[src/core/baud_fine_pkg.sv]
// Package of register map, field layout and delay pattern for the baud count clock block.
package baud_fine_pkg;

    // ------------------------------------------------------------------
    // Register map
    // ------------------------------------------------------------------
    localparam int           ADDR_W         = 18;
    localparam logic [15:0]  RELOAD_IDX     = 16'h4106;
    localparam logic [15:0]  FINE_IDX       = 16'h4107;
    localparam logic [15:0]  CLKCTL_IDX     = 16'h506C;
    localparam logic [17:0]  RELOAD_ADDR    = {RELOAD_IDX, 2'b00};
    localparam logic [17:0]  FINE_ADDR      = {FINE_IDX, 2'b00};
    localparam logic [17:0]  CLKCTL_ADDR    = {CLKCTL_IDX, 2'b00};

    // ------------------------------------------------------------------
    // Field layout and reset values
    // ------------------------------------------------------------------
    localparam int           GATE_POS       = 0;
    localparam int           SRC_LSB        = 2;
    localparam int           PSC_LSB        = 4;
    localparam logic [7:0]   RELOAD_RST     = 8'h00;
    localparam logic [3:0]   FINE_RST       = 4'h0;
    localparam logic [1:0]   SRC_RST        = 2'h0;
    localparam logic [1:0]   PSC_RST        = 2'h0;

    typedef enum logic [1:0] {
        SRC_FAST     = 2'h0,
        SRC_SLOW     = 2'h1,
        SRC_RESERVED = 2'h2,
        SRC_EXT      = 2'h3
    } count_source_t;

    typedef struct packed {
        logic [1:0]    prescale_ratio_select;
        count_source_t count_source_select;
        logic          count_clock_gate;
    } clk_ctrl_t;

    localparam logic [4:0]   CLK_CTRL_RST   = {PSC_RST, SRC_RST, 1'b0};

    // Order in which positions join the delay pattern, as a rank per position.
    // A position is delayed when its rank does not exceed the fine value.
    // Position 1 has rank 16 and so is never delayed.
    function automatic logic [4:0] pos_rank(input logic [3:0] pos_m1);
        logic [4:0] r;
        r = 5'h10;
        case (pos_m1)
            4'h0: r = 5'h10;
            4'h1: r = 5'h08;
            4'h2: r = 5'h0C;
            4'h3: r = 5'h04;
            4'h4: r = 5'h0E;
            4'h5: r = 5'h06;
            4'h6: r = 5'h0A;
            4'h7: r = 5'h02;
            4'h8: r = 5'h0F;
            4'h9: r = 5'h07;
            4'hA: r = 5'h0B;
            4'hB: r = 5'h03;
            4'hC: r = 5'h0D;
            4'hD: r = 5'h05;
            4'hE: r = 5'h09;
            4'hF: r = 5'h01;
            default: r = 5'h10;
        endcase
        return r;
    endfunction : pos_rank

endpackage : baud_fine_pkg

[src/core/baud_fine_clock.sv]
// Count clock selection, prescaler, reload counter and fine rate correction with APB registers.
//
// The APB interface to the registers is this design's own decision.
`timescale 1ns/10ps
module baud_fine_clock #(
    parameter int RELOAD_W = 8
) (
    input  wire logic                            ref_clk,
    input  wire logic                            rstn,
    input  wire logic                            psel,
    input  wire logic                            penable,
    input  wire logic                            pwrite,
    input  wire logic [baud_fine_pkg::ADDR_W-1:0] paddr,
    input  wire logic [31:0]                     pwdata,
    input  wire logic [3:0]                      pstrb,
    output logic      [31:0]                     prdata,
    output logic                                 pready,
    output logic                                 pslverr,
    input  wire logic                            fast_oscillator,
    input  wire logic                            slow_oscillator,
    input  wire logic                            external_count_clock_pin,
    output logic                                 sample_tick,
    output logic      [3:0]                      underflow_position
);
    import baud_fine_pkg::*;

    if (RELOAD_W < 1 || RELOAD_W > 8) begin : g_bad_width
        $error("RELOAD_W must lie between 1 and 8");
    end

    // ------------------------------------------------------------------
    // Register bus
    // ------------------------------------------------------------------
    logic [RELOAD_W-1:0] reload_r;
    logic [3:0]          fine_r;
    clk_ctrl_t           ctrl_r;
    logic [31:0]         prdata_nxt;

    wire setup_ph   = psel & ~penable;
    wire access_ph  = psel & penable;
    wire hit_reload = (paddr == RELOAD_ADDR);
    wire hit_fine   = (paddr == FINE_ADDR);
    wire hit_ctrl   = (paddr == CLKCTL_ADDR);
    wire hit_any    = hit_reload | hit_fine | hit_ctrl;
    wire wr_lane0   = access_ph & pwrite & pstrb[0];
    wire wr_reload  = wr_lane0 & hit_reload;
    wire wr_fine    = wr_lane0 & hit_fine;
    wire wr_ctrl    = wr_lane0 & hit_ctrl;

    assign pready  = 1'b1;
    assign pslverr = access_ph & ~hit_any;

    always_comb begin
        prdata_nxt = 32'h0000_0000;
        if (hit_reload) begin
            prdata_nxt[RELOAD_W-1:0] = reload_r;
        end else if (hit_fine) begin
            prdata_nxt[3:0] = fine_r;
        end else if (hit_ctrl) begin
            prdata_nxt[PSC_LSB+1:PSC_LSB] = ctrl_r.prescale_ratio_select;
            prdata_nxt[SRC_LSB+1:SRC_LSB] = ctrl_r.count_source_select;
            prdata_nxt[GATE_POS]          = ctrl_r.count_clock_gate;
        end
    end

    always_ff @(posedge ref_clk) begin
        if (!rstn) begin
            reload_r <= RELOAD_RST[RELOAD_W-1:0];
            fine_r   <= FINE_RST;
            ctrl_r   <= clk_ctrl_t'(CLK_CTRL_RST);
            prdata   <= 32'h0000_0000;
        end else begin
            if (wr_reload) begin
                reload_r <= pwdata[RELOAD_W-1:0];
            end
            if (wr_fine) begin
                fine_r <= pwdata[3:0];
            end
            if (wr_ctrl) begin
                ctrl_r <= clk_ctrl_t'({pwdata[PSC_LSB+1:PSC_LSB],
                                       pwdata[SRC_LSB+1:SRC_LSB],
                                       pwdata[GATE_POS]});
            end
            if (setup_ph && !pwrite) begin
                prdata <= prdata_nxt;
            end
        end
    end

    // ------------------------------------------------------------------
    // Source synchronisers and edge detection
    // ------------------------------------------------------------------
    // Each source arrives asynchronously, so it is sampled by two flops and
    // its rising edge is taken from the second. A source must therefore run
    // below half of ref_clk; faster sources lose edges.
    logic [2:0] src_in;
    logic [2:0] src_edge;

    assign src_in = {external_count_clock_pin, slow_oscillator, fast_oscillator};

    for (genvar g = 0; g < 3; g++) begin : g_sync
        // Each source keeps its flops inside its own loop pass, so every flop has one driver.
        logic sync1_r;
        logic sync2_r;
        logic sync3_r;

        always_ff @(posedge ref_clk) begin
            if (!rstn) begin
                sync1_r <= 1'b0;
                sync2_r <= 1'b0;
                sync3_r <= 1'b0;
            end else begin
                sync1_r <= src_in[g];
                sync2_r <= sync1_r;
                sync3_r <= sync2_r;
            end
        end
        assign src_edge[g] = sync2_r & ~sync3_r;
    end

    // ------------------------------------------------------------------
    // Prescaler and count clock selection
    // ------------------------------------------------------------------
    logic [2:0] div_cnt_r;
    logic [2:0] div_mask;

    always_comb begin
        case (ctrl_r.prescale_ratio_select)
            2'h0:    div_mask = 3'h0;
            2'h1:    div_mask = 3'h1;
            2'h2:    div_mask = 3'h3;
            2'h3:    div_mask = 3'h7;
            default: div_mask = 3'h0;
        endcase
    end

    wire fast_div = src_edge[0] & ((div_cnt_r & div_mask) == div_mask);

    always_ff @(posedge ref_clk) begin
        if (!rstn || !ctrl_r.count_clock_gate) begin
            div_cnt_r <= 3'h0;
        end else if (src_edge[0]) begin
            div_cnt_r <= div_cnt_r + 3'h1;
        end
    end

    logic src_pulse;

    always_comb begin
        case (ctrl_r.count_source_select)
            SRC_FAST: src_pulse = fast_div;
            SRC_SLOW: src_pulse = src_edge[1];
            SRC_EXT:  src_pulse = src_edge[2];
            default:  src_pulse = 1'b0;
        endcase
    end

    wire ce = src_pulse & ctrl_r.count_clock_gate;

    // ------------------------------------------------------------------
    // Reload counter with fine delay insertion
    // ------------------------------------------------------------------
    logic [RELOAD_W-1:0] cnt_r;
    logic [3:0]          pos_r;
    logic                stretch_r;

    wire dly_pos = (pos_rank(pos_r) <= {1'b0, fine_r});
    wire at_zero = (cnt_r == '0);
    wire do_stretch = ce & at_zero & dly_pos & ~stretch_r;
    wire tick = ce & at_zero & ~(dly_pos & ~stretch_r);

    always_ff @(posedge ref_clk) begin
        if (!rstn || !ctrl_r.count_clock_gate) begin
            cnt_r     <= reload_r;
            pos_r     <= 4'h0;
            stretch_r <= 1'b0;
        end else if (tick) begin
            cnt_r     <= reload_r;
            pos_r     <= pos_r + 4'h1;
            stretch_r <= 1'b0;
        end else if (do_stretch) begin
            stretch_r <= 1'b1;
        end else if (ce) begin
            cnt_r <= cnt_r - 1'b1;
        end
    end

    always_ff @(posedge ref_clk) begin
        if (!rstn) begin
            sample_tick        <= 1'b0;
            underflow_position <= 4'h0;
        end else begin
            sample_tick        <= tick;
            underflow_position <= pos_r;
        end
    end

    // ------------------------------------------------------------------
    // Assertions
    // ------------------------------------------------------------------
    // Count clock pulses in the running period; valid only for a period
    // with no reload or fine write in it. Closing the gate restarts the count as valid.
    logic [9:0] per_len_r;
    logic       per_ok_r;

    always_ff @(posedge ref_clk) begin
        if (!rstn || !ctrl_r.count_clock_gate) begin
            per_len_r <= 10'h000;
            per_ok_r  <= 1'b1;
        end else if (tick) begin
            per_len_r <= 10'h000;
            per_ok_r  <= ~(wr_reload | wr_fine);
        end else begin
            if (ce) begin
                per_len_r <= per_len_r + 10'h001;
            end
            if (wr_reload || wr_fine) begin
                per_ok_r <= 1'b0;
            end
        end
    end

    property p_period_len;
        @(posedge ref_clk) disable iff (!rstn)
        (tick && per_ok_r) |->
            (per_len_r == 10'(reload_r) + 10'(dly_pos));
    endproperty
    a_period_len: assert property (p_period_len)
        else $error("underflow period length wrong");

    property p_gate_off;
        @(posedge ref_clk) disable iff (!rstn)
        !ctrl_r.count_clock_gate |=> !sample_tick && pos_r == 4'h0;
    endproperty
    a_gate_off: assert property (p_gate_off)
        else $error("tick or position while gated off");

    property p_pos_step;
        @(posedge ref_clk) disable iff (!rstn)
        (tick && ctrl_r.count_clock_gate) |=>
            (pos_r == $past(pos_r) + 4'h1) && (underflow_position == $past(pos_r));
    endproperty
    a_pos_step: assert property (p_pos_step)
        else $error("position did not advance on underflow");

    property p_rsvd_src;
        @(posedge ref_clk) disable iff (!rstn)
        (ctrl_r.count_source_select == SRC_RESERVED) |-> !ce;
    endproperty
    a_rsvd_src: assert property (p_rsvd_src)
        else $error("reserved source produced count clock");

    property p_no_fine;
        @(posedge ref_clk) disable iff (!rstn)
        (fine_r == 4'h0) |-> !do_stretch;
    endproperty
    a_no_fine: assert property (p_no_fine)
        else $error("delay inserted with fine value zero");

    property p_pos_one;
        @(posedge ref_clk) disable iff (!rstn)
        (pos_r == 4'h0) |-> !dly_pos;
    endproperty
    a_pos_one: assert property (p_pos_one)
        else $error("first position delayed");

    property p_fine_pattern;
        @(posedge ref_clk) disable iff (!rstn)
        (pos_r == 4'hF && fine_r != 4'h0) || (pos_r == 4'h7 && fine_r >= 4'h2)
            || (pos_r == 4'hE && fine_r >= 4'h9) |-> dly_pos;
    endproperty
    a_fine_pattern: assert property (p_fine_pattern)
        else $error("expected delayed position not delayed");

    property p_prescale;
        @(posedge ref_clk) disable iff (!rstn)
        (ce && ctrl_r.count_source_select == SRC_FAST
            && ctrl_r.prescale_ratio_select == 2'h3) |-> div_cnt_r == 3'h7;
    endproperty
    a_prescale: assert property (p_prescale)
        else $error("divide by eight pulse off phase");

    property p_slow_direct;
        @(posedge ref_clk) disable iff (!rstn)
        (ctrl_r.count_clock_gate && ctrl_r.count_source_select == SRC_SLOW)
            |-> ce == src_edge[1];
    endproperty
    a_slow_direct: assert property (p_slow_direct)
        else $error("slow source not passed undivided");

    property p_stretch_once;
        @(posedge ref_clk) disable iff (!rstn)
        do_stretch |=> stretch_r ##0 (!do_stretch throughout (stretch_r [*1]));
    endproperty
    a_stretch_once: assert property (p_stretch_once)
        else $error("delay inserted twice in one period");

    // Count inserted delays over one aligned group of sixteen periods. The
    // sum is judged only when the fine value stood still for the whole group.
    logic [4:0] grp_dly_r;
    logic       grp_ok_r;

    always_ff @(posedge ref_clk) begin
        if (!rstn || !ctrl_r.count_clock_gate) begin
            grp_dly_r <= 5'h00;
            grp_ok_r  <= 1'b1;
        end else if (tick && pos_r == 4'hF) begin
            grp_dly_r <= 5'h00;
            grp_ok_r  <= ~wr_fine;
        end else begin
            if (do_stretch) begin
                grp_dly_r <= grp_dly_r + 5'h01;
            end
            if (wr_fine) begin
                grp_ok_r <= 1'b0;
            end
        end
    end

    property p_group_delays;
        @(posedge ref_clk) disable iff (!rstn)
        (tick && pos_r == 4'hF && grp_ok_r) |-> grp_dly_r == {1'b0, fine_r};
    endproperty
    a_group_delays: assert property (p_group_delays)
        else $error("delay count per group differs from fine value");

    property p_reload_on_tick;
        @(posedge ref_clk) disable iff (!rstn)
        tick |=> cnt_r == $past(reload_r);
    endproperty
    a_reload_on_tick: assert property (p_reload_on_tick)
        else $error("counter not reloaded after underflow");

    // A source switch may put two count pulses back to back, so that case is left out.
    property p_tick_pulse;
        @(posedge ref_clk) disable iff (!rstn)
        (sample_tick && !$past(wr_ctrl)) |=> !sample_tick;
    endproperty
    a_tick_pulse: assert property (p_tick_pulse)
        else $error("sample tick longer than one cycle");

endmodule : baud_fine_clock

[config.mk]
export PLATFORM = sky130hd
export DESIGN_NAME = baud_fine_clock
export DESIGN_NICKNAME = d
export VERILOG_FILES = /design/src/core/baud_fine_pkg.sv /design/src/core/baud_fine_clock.sv
export SDC_FILE = /design/constraint.sdc
export NUM_CORES = 1
export LEC_CHECK = 0
export ABC_AREA = 1
export ABC_CLOCK_PERIOD_IN_PS = 3050
export CORE_MARGIN = 4
export CORE_UTILIZATION = 35
export CTS_CLUSTER_DIAMETER = 100
export DETAILED_ROUTE_END_ITERATION = 8
export DONT_BUFFER_PORTS = 1
export SLEW_MARGIN = 40
export SYNTH_ARGS = -nofsm -noshare
export SYNTH_HDL_FRONTEND = slang
export SYNTH_SLANG_ARGS = --single-unit
[constraint.sdc]
create_clock -name ref_clk -period 3.05 [get_ports ref_clk]
set_input_delay 0.1525 -clock ref_clk [delete_from_list [all_inputs] [get_ports ref_clk]]
set_output_delay 0.1525 -clock ref_clk [all_outputs]
set_load 0.02 [all_outputs]
==> results of run 1 <==
## timing repair
action	in CTS	in global routing
hold buffers	8	0
endpoints found under the setup margin	0	0
hold endpoints to repair	36	0
## sequential cells by signal, indices dropped and copies added, names as in the netlist, named ones only
signal and cells:
underflow_position 4, g_sync.sync2_r 3, ctrl_r 5, cnt_r 8, stretch_r 1, pos_r 4
reload_r 8, prdata 8, sample_tick 1, g_sync.sync1_r 3, fine_r 4, g_sync.sync3_r 3
div_cnt_r 3
## worst max-delay path: stages, from the launching register on
cell and delay, ns:
dfxtp_1 0.31, inv_1 0.07, ha_1 0.31, nand2_1 0.07, clkinv_1 0.07, nand2_1 0.07
nand2_1 0.08, a21boi_2 0.27, nor2_4 0.07, nor2_2 0.08, buf_4 0.20, inv_1 0.10
nand2_1 0.06, o21ai_1 0.06
## final cells by class
| cell class | instances | area share (%) |
|---|---|---|
| clock buffers | 12 | 4.84 |
| clock inverters | 4 | 1.31 |
| inverters | 73 | 7.97 |
| multi-input cells | 268 | 41.8 |
| flip-flops and latches | 60 | 37.3 |
| well taps | 108 | 3.93 |
| repair buffers | 9 | 2.84 |
## cell families (layout without fill, tap and decap cells)
group / count (synthesis) / count (layout) / share of synthesized area [%]
AO/OA/AOI/OAI: 72 / 72 / 12.2
XOR/XNOR: 8 / 8 / 2.24
adder cells (fa/ha/maj): 8 / 8 / 3.19
buffers and inverters: 105 / 98 / 16.0
flip-flops: 60 / 60 / 40.9
other: 2 / 25 / 0.240
AND/OR/NAND/NOR: 155 / 155 / 25.2
## per-layer routing
layer / vias up / GRT usage, %
met3: 7 / 3.99
met2: 58 / 22.2
met4: 0 / 4.44
li1: 1291 / -
met5: - / 0
met1: 1121 / 18.4
## metrics by stage
step	instances	cell area, sq um
global route	534	3440
CTS	534	3440
global placement	510	3140
finish	534	3440
detailed placement	510	3140
floorplan	433	3220
## report_power, final
part | internal [mW] | switching [mW]
combinational | 0.0231 | 0.0626
sequential | 0.808 | 0.0111
clock | 0.446 | 0.311
## Yosys cell counts, drive strengths merged, types with 3 or more instances
library cell	count	area share, %
nor3	6	1.1
o21ai	38	6.1
dfxtp	52	33
a21oi	28	4.5
xnor2	4	1.1
nor4	4	1.3
clkbuf	3	0.36
nand4	15	3.2
nor2	30	5.1
inv	71	8.5
xor2	4	1.1
nand3	19	3.8
edfxtp	8	7.7
buf	29	6.9
nand2	80	10
ha	8	3.2
## path summary, 6_finish.rpt
check	end	slack, ns	cells past startpoint
worst min register to register	g_sync[1].sync2_r	0.41	2
worst max-delay path	cnt_r[1]	0.99	13
worst min-delay path	reload_r[6]	0.01	2
worst max register to register	cnt_r[1]	0.99	13
## cell usage in the layout, fill, tap and decap left out, types with 6 or more instances in the layout
cell and n:
nand4_1 14, o21ai_1 8, clkbuf_8 10, nand2_1 73, dlygate4sd3_1 7, nand3_1 14, dfxtp_1 52, ha_1 8
edfxtp_1 8, o21ai_0 30, inv_2 6, nor2_1 22, conb_1 25, a21oi_1 28, inv_1 65
==> impl_metrics.yaml, run 1 <==
logic_synthesis:
  syn-cell-area_sq_um: 3130
  synth.avg_cell_area_sq_um: 7.64
  yosys_warnings: 0
  synth_ff_type: "dfxtp_1"
  netlist_instances: 410
  post_synth_num_cell_types: 37
  async_reset_ff_share_pct: 0
  ys_ff_latch: 60
  synth-edff-count: 8
  yosysSeqAreaShare_pct: 40.9
route:
  ant_nets: 0
  drtIter0Drc: 205
  wl_met2_um: 3230
  drc: 0
  wl_per_cell_um: 13.0
  drt_wl_total_um: 6920
  wl_met1_um: 3210
  dr.pass1.iters: 4
  routed_via_density: 4.64
  num_vias: 2477
  routed.top_layer: "met4"
  wl_met3_um: 397
place:
  io_buffers: 0
  dp_slack_ns: 1.00
  finalWeightedCongestion: 0.898
  place.detailed.hpwl_um: 5140
critical_path:
  crit_path_end_kind: "flip-flop"
  path_max_fanout: 15
  crit_arrival_ns: 2.15
  rr_startpoint: "fine_r[3]"
  required_ns: 3.14
  startpoint: "fine_r[3]"
  worstSetupPathType: "reg2reg"
  cp-start-kind: "flip-flop"
clock_network:
  clk_latency_ns: 0.33
  cts.sinks: 60
  ctsRootBufferMaster: "clkbuf_8"
  cts_max_level: 3
  cts_tree: "done"
  postCtsSetupRepairBufs: 0
  clk_pin_slew_ns: 0.07
  clk_path_buf_depth: 2
  numCtsBuffers: 9
  post_cts_resized: 0
layout:
  final_util_pct: 39.4
  syn2layout_area_growth_pct: 9.66
  final_nets: 491
  multi_input_area_sq_um: 1440
  n_antenna_cell: 0
  regArea_sq_um: 1280
  fillers: 913
  drive_above_1_share_pct: 11.3
floorplanning:
  core_area_sq_um: 8720
  initial_core_util_pct: 35.9
  row_count: 34
  dieHeight_um: 103
  die_area_sq_um: 10500
  fp.dieW_um: 103
  io_pins: 101
min_path:
  worstHoldStart: "pwdata[6]"
  hold_path.class: "in2reg"
sta:
  setup_ws_ns: 0.991
  fin_skew_ns: 0.00593
  hold_viol_final: 0
  setup-violations-final: 0
  fin_crit_sh_pct: 67.5
  slew_viol_final: 0
  worst_pin_slew_ns: 0.702
  timing.final.crit_period_ns: 2.06
  fin_tns_setup_ns: 0
  maxSlewHeadroom_pct: 52.9
  rsz0062_at_grt: "no"
  holdWs_ns: 0.0144
  fmax_mhz: 486
grt:
  first_global_vias: 2328
  grt_pass1_wl_um: 11500
  overflow: 0
  antenna_found_initial: 0
  grt_util_all_layers_pct: 14.0
  grt_max_degree: 35
pwr:
  leakagePower_nw: 1.58
  peakVddDrop_v: 0.000256
  fin_total_pwr_mw: 1.66
  power_density_nw_per_um2: 483
status:
  status: "finished, final reports clean"
run:
  drv_cap: 0
(Power assumes the default switching activity.)
==> inputs of run 2 (changes only) <==
--- a/config.mk
+++ b/config.mk
@@ -5,8 +5,8 @@
 export SDC_FILE = /design/constraint.sdc
 export NUM_CORES = 1
 export LEC_CHECK = 0
-export ABC_AREA = 1
-export ABC_CLOCK_PERIOD_IN_PS = 3050
+export ABC_AREA = 0
+export ABC_CLOCK_PERIOD_IN_PS = 2000
 export CORE_MARGIN = 4
 export CORE_UTILIZATION = 35
 export CTS_CLUSTER_DIAMETER = 100
==> constraint.sdc (replaced) <==
create_clock -name ref_clk -period 2 [get_ports ref_clk]
set_input_delay 0.1 -clock ref_clk [delete_from_list [all_inputs] [get_ports ref_clk]]
set_output_delay 0.1 -clock ref_clk [all_outputs]
set_load 0.02 [all_outputs]
==> impl_metrics.yaml, run 2 <==
pwr:
  fin_total_pwr_mw: 2.46
  leakagePower_nw: 1.62
  power_density_nw_per_um2: 638
  peakVddDrop_v: 0.000375
layout:
  syn2layout_area_growth_pct: 29.6
  fin_area_sq_um: 3850
  final_nets: 427
  layout_commonest_cell: "dfxtp_1"
  final_util_pct: 46.8
  n_antenna_cell: 0
  top_regs: "cnt_r x8, prdata x8, reload_r x8"
  drive_above_1_share_pct: 30.9
  layout_common_cells: "49 x dfxtp_1, 39 x nor2_1, 33 x buf_4"
critical_path:
  rrSetupSlack_ns: -0.27
  cp-start-kind: "flip-flop"
  worstSetupPathDepth: 10
  cp_top_family: "simple AND/OR/NAND/NOR gates"
  rr_worst_depth: 10
  crit_arrival_ns: 2.50
  cp_cell_sequence: "inv_2 -> ha_4 -> nand4_1 -> or3_1 -> o21a_1 -> nand3_2 -> mux2i_2 -> or2_4 -> ha_4 -> mux2_4"
  slowest_stage: "dfxtp_2"
  crit_path_max_incr_delay_ns: 0.34
  rr_startpoint: "fine_r[1]"
  startpoint: "fine_r[1]"
  path_max_fanout: 3
  required_ns: 2.23
  crit_path_end_kind: "flip-flop"
  critPathBufInv: 1
  worstSetupPathType: "reg2reg"
  critical_path.most_common_cell: "ha_4"
logic_synthesis:
  synth.avg_cell_area_sq_um: 9.74
  synth_area_leaders: "dfxtp_1 35%, edfxtp_1 8.1%, mux2i_1 7.8%, buf_4 6.3%, nor2_1 5.6%"
  netlist_instances: 305
  yosysSeqAreaShare_pct: 43.1
  netlist.area_leader.share_pct: 35.0
  yosys_warnings: 0
  ys_ff_latch: 60
  synth.most_common_cell: "dfxtp_1"
  yosysTopAreaCell: "dfxtp_1"
  async_reset_ff_share_pct: 0
  syn-cell-area_sq_um: 2970
  synth_ff_type: "dfxtp_1"
  post_synth_num_cell_types: 52
  synth-edff-count: 8
  ys_top_cells_by_count: "52 x dfxtp_1, 44 x nor2_1, 25 x buf_4, 23 x mux2i_1, 15 x and2_1"
place:
  dpl-instance-area_sq_um: 3250
  place.detailed.hpwl_um: 4670
  io_buffers: 0
  finalWeightedCongestion: 0.838
  dp_slack_ns: -0.274
clock_network:
  numCtsBuffers: 9
  clk_pin_slew_ns: 0.07
  clk_path_buf_depth: 2
  ctsRootBufferMaster: "clkbuf_8"
  cts_max_level: 3
  cts.sinks: 60
  clk_latency_ns: 0.34
  cts_tree: "done"
status:
  status: "complete, but fails checks"
  violations: "negative setup slack"
sta:
  worst_pin_slew_ns: 0.672
  slew_viol_final: 0
  fin_crit_sh_pct: 114
  hold_viol_final: 0
  setup_ws_ns: -0.272
  setup-violations-final: 13
  fin_skew_ns: 0.00707
  timing.final.crit_period_ns: 2.27
  rsz0062_at_grt: "yes"
  fmax_mhz: 440
  maxSlewHeadroom_pct: 54.8
  holdWs_ns: 0.0176
route:
  wl_per_cell_um: 14.3
  drc: 0
  drt_wl_total_um: 6660
  dr.pass1.iters: 4
  num_vias: 2278
  routed_via_density: 4.88
  ant_nets: 0
  drtIter0Drc: 58
floorplanning:
  row_count: 33
  fp.dieW_um: 100
  die_area_sq_um: 10000
  io_pins: 101
  core_area_sq_um: 8220
  initial_core_util_pct: 36.2
  dieHeight_um: 100
grt:
  first_global_vias: 2312
  antenna_found_initial: 0
  grt_max_degree: 26
  grt_pass1_wl_um: 10800
  overflow: 0
  grt_util_all_layers_pct: 13.7
run:
  drv_cap: 0
min_path:
  hold_path.class: "in2reg"
run 2: layout make-up:
class / count / area (sq um)
clock inverters: 7 / 75.1
flip-flops and latches: 60 / 1280
well taps: 105 / 131
inverters: 9 / 33.8
clock buffers: 9 / 124
multi-input cells: 223 / 1700
repair buffers: 54 / 504
fillers: 774 / 4370
run 2: through the flow:
stage	TNS (ns)	cells
after detailed placement	-1.46	431
after CTS	-0.958	462
after global placement	-0.938	431
final	-2.25	467
after global routing	-4.87	467
after floorplan	-1.21	328
run 2: kinds of logic (layout without fill, tap and decap cells):
family | after synthesis | after routing | synth area share (%)
other | 2 | 25 | 0.253
buffers and inverters | 45 | 79 | 9.18
and+or+nand+nor | 117 | 117 | 23.1
AOI/OAI and AO/OA | 33 | 33 | 7.29
adders and majority gates | 8 | 8 | 3.37
muxes | 29 | 29 | 10.4
DFF | 60 | 60 | 43.1
xor gates and xnor gates | 11 | 11 | 3.24
run 2: how the worst min path moves through the flow:
stage	cells past startpoint	slack, ns	end	start
floorplan	1	0.23	g_sync[0].sync1_r	fast_oscillator
global placement	1	0.21	flip-flop	rstn
detailed placement	1	0.22	flip-flop	rstn
CTS	2	0.003	pos_r[3]	rstn
global route	2	0.006	pos_r[3]	rstn
finish	2	0.02	pos_r[3]	rstn
run 2: worst register-to-register path: cells and delay by family (launching register included):
family                     cells  cell delay [ns]
and+or+nand+nor                4             0.68
muxes                          2             0.51
adders and majority gates      2             0.43
DFF                            1             0.34
AOI/OAI and AO/OA              1             0.15
buffers and inverters          1             0.05
run 2: layer usage:
| metal | vias up | part of all wire, % | GRT usage [%] |
|---|---|---|---|
| li1 | 1112 | - | - |
| met1 | 1076 | 42 | 16.6 |
| met2 | 73 | 49 | 21.6 |
| met3 | 17 | 7.3 | 4.79 |
| met4 | 0 | 1.9 | 6.42 |
| met5 | - | 0 | 0 |
run 2: what timing repair did:
action | 4_1_cts | 5_1_grt
endpoints found under the setup margin | 14 | 26
hold buffers | 13 | 0
cloned | 0 | 2
gates resized for setup | 14 | 30
pin swaps | 3 | 4
setup buffers | 2 | 4
hold endpoints to repair | 33 | 0
run 2: power breakdown:
| group | internal, mW | leakage [nW] | switching (mW) |
|---|---|---|---|
| sequential | 1.23 | 0.521 | 0.0105 |
| combinational | 0.0421 | 0.996 | 0.0804 |
| clock | 0.581 | 0.100 | 0.513 |
| total | 1.85 | 1.62 | 0.604 |
==> inputs of run 3 (changes only) <==
--- a/config.mk
+++ b/config.mk
@@ -12,6 +12,7 @@
 export CTS_CLUSTER_DIAMETER = 100
 export DETAILED_ROUTE_END_ITERATION = 8
 export DONT_BUFFER_PORTS = 1
+export HOLD_SLACK_MARGIN = 0.1
 export SLEW_MARGIN = 40
 export SYNTH_ARGS = -nofsm -noshare
 export SYNTH_HDL_FRONTEND = slang
==> impl_metrics.yaml, run 3 (synthesis results as in run 2) <==
clock_network:
  clk_latency_ns: 0.34
  clk_pin_slew_ns: 0.07
  numCtsBuffers: 9
  cts_tree: "done"
  cts.sinks: 60
  ctsRootBufferMaster: "clkbuf_8"
  cts_max_level: 3
  clk_path_buf_depth: 2
floorplanning:
  fp.dieW_um: 100
  core_area_sq_um: 8220
  initial_core_util_pct: 36.2
  row_count: 33
  io_pins: 101
  die_area_sq_um: 10000
  dieHeight_um: 100
pwr:
  power_density_nw_per_um2: 635
  fin_total_pwr_mw: 2.45
  seqPwrFrac_pct: 50.5
  netSwitchingFraction_pct: 24.5
  peakVddDrop_v: 0.000374
  power.switching_uw: 599
  combPwrFrac_pct: 5.0
  leakagePower_nw: 1.62
  internal_power_mw: 1.85
  clkPwrFrac_pct: 44.4
run:
  drv_cap: 0
layout:
  multi_input_area_sq_um: 1700
  layout_common_cells: "49 x dfxtp_1, 39 x nor2_1, 33 x buf_4"
  layout_commonest_cell: "dfxtp_1"
  final_nets: 428
  fin_area_sq_um: 3860
  drive_above_1_share_pct: 30.9
  final_util_pct: 47.0
  n_antenna_cell: 0
  regArea_sq_um: 1280
  fillers: 773
  stdcell_count: 468
  syn2layout_area_growth_pct: 29.9
  top_regs: "cnt_r x8, prdata x8, reload_r x8"
min_path:
  hold_depth: 3
  worstHoldStart: "paddr[2]"
  holdPathEnd: "prdata[2]"
  hold_path.class: "in2reg"
route:
  drtIter0Drc: 66
  routed_via_density: 4.82
  routed.top_layer: "met4"
  wl_met2_um: 3280
  wl_met1_um: 2780
  num_vias: 2255
  wl_met3_um: 497
  drc: 0
  wl_per_cell_um: 14.2
  drt_wl_total_um: 6650
  dr.pass1.iters: 4
  ant_nets: 0
sta:
  timing.final.crit_period_ns: 2.28
  maxSlewHeadroom_pct: 54.8
  fmax_mhz: 439
  setup_ws_ns: -0.275
  setup-violations-final: 13
  hold_viol_final: 0
  holdWs_ns: 0.118
  fin_skew_ns: 0.00609
  fin_crit_sh_pct: 114
  rsz0062_at_grt: "yes"
  fin_tns_setup_ns: -2.25
  worst_pin_slew_ns: 0.673
  slew_viol_final: 0
grt:
  first_global_vias: 2320
  grt_pass1_wl_um: 10800
  antenna_found_initial: 0
  grt_max_degree: 26
  overflow: 0
  grt_util_all_layers_pct: 13.7
critical_path:
  rr_startpoint: "fine_r[1]"
  worstSetupPathType: "reg2reg"
  required_ns: 2.23
  rrSetupSlack_ns: -0.28
  crit_path_end_kind: "flip-flop"
  startpoint: "fine_r[1]"
  path_max_fanout: 3
  cp-start-kind: "flip-flop"
  crit_arrival_ns: 2.50
  rr_worst_depth: 10
place:
  dpl-instance-area_sq_um: 3250
  dp_slack_ns: -0.274
  io_buffers: 0
  finalWeightedCongestion: 0.838
  dpl.cell_count: 431
  place.detailed.hpwl_um: 4670
status:
  status: "complete, but fails checks"
  violations: "negative setup slack"
[run 3: cell types whose count changed in the layout (fill, tap and decap cells not counted)]
| cell | delta |
|---|---|
| dlygate4sd3_1 | +1 |
[run 3: power groups by stage]
stage                     Combinational, mW  Sequential [mW]  Clock (mW)
after floorplan                       0.126             1.27           0
after global placement               0.0918             1.27           0
after detailed placement             0.0926             1.27           0
after CTS                             0.121             1.24        1.12
after global routing                  0.134             1.24        1.18
final                                 0.123             1.24        1.09
[run 3: area by class of cell]
type	count	share of cell area [%]
well taps	105	3.40
clock buffers	9	3.21
multi-input cells	223	43.9
inverters	9	0.875
repair buffers	55	13.3
clock inverters	7	1.95
flip-flops and latches	60	33.3
[run 3: worst max path at each step]
| stage | end | slack (ns) | depth (start not counted) |
|---|---|---|---|
| 5_1_grt | flip-flop | -0.39 | 10 |
| 4_1_cts | flip-flop | -0.22 | 10 |
| 3_3_place_gp | flip-flop | -0.22 | 10 |
| 6_report | flip-flop | -0.28 | 10 |
| 3_5_place_dp | flip-flop | -0.27 | 9 |
| 2_1_floorplan | flip-flop | -0.41 | 9 |
[run 3: what timing repair did]
item                       in CTS  in global routing
hold endpoints to repair       34                  0
setup buffers                   2                  4
gates resized for setup        14                 30
pin swaps                       3                  4
hold buffers                   14                  0
cloned                          0                  2
setup endpoints to repair      14                 26
[run 3: metal layers]
metal  up-vias  track usage, %
met1      1061            16.7
met4         0            6.42
met2        68            21.7
met5         -               0
met3        11            4.79
li1       1115               -
[run 3: critical path, cell delays in order, from the launching register on]
cell and delay (ns):
dfxtp_2 0.34, inv_2 0.05, ha_4 0.25, nand4_1 0.08
or3_1 0.33, o21a_1 0.15, nand3_2 0.11, mux2i_2 0.26
or2_4 0.17, ha_4 0.18, mux2_4 0.25
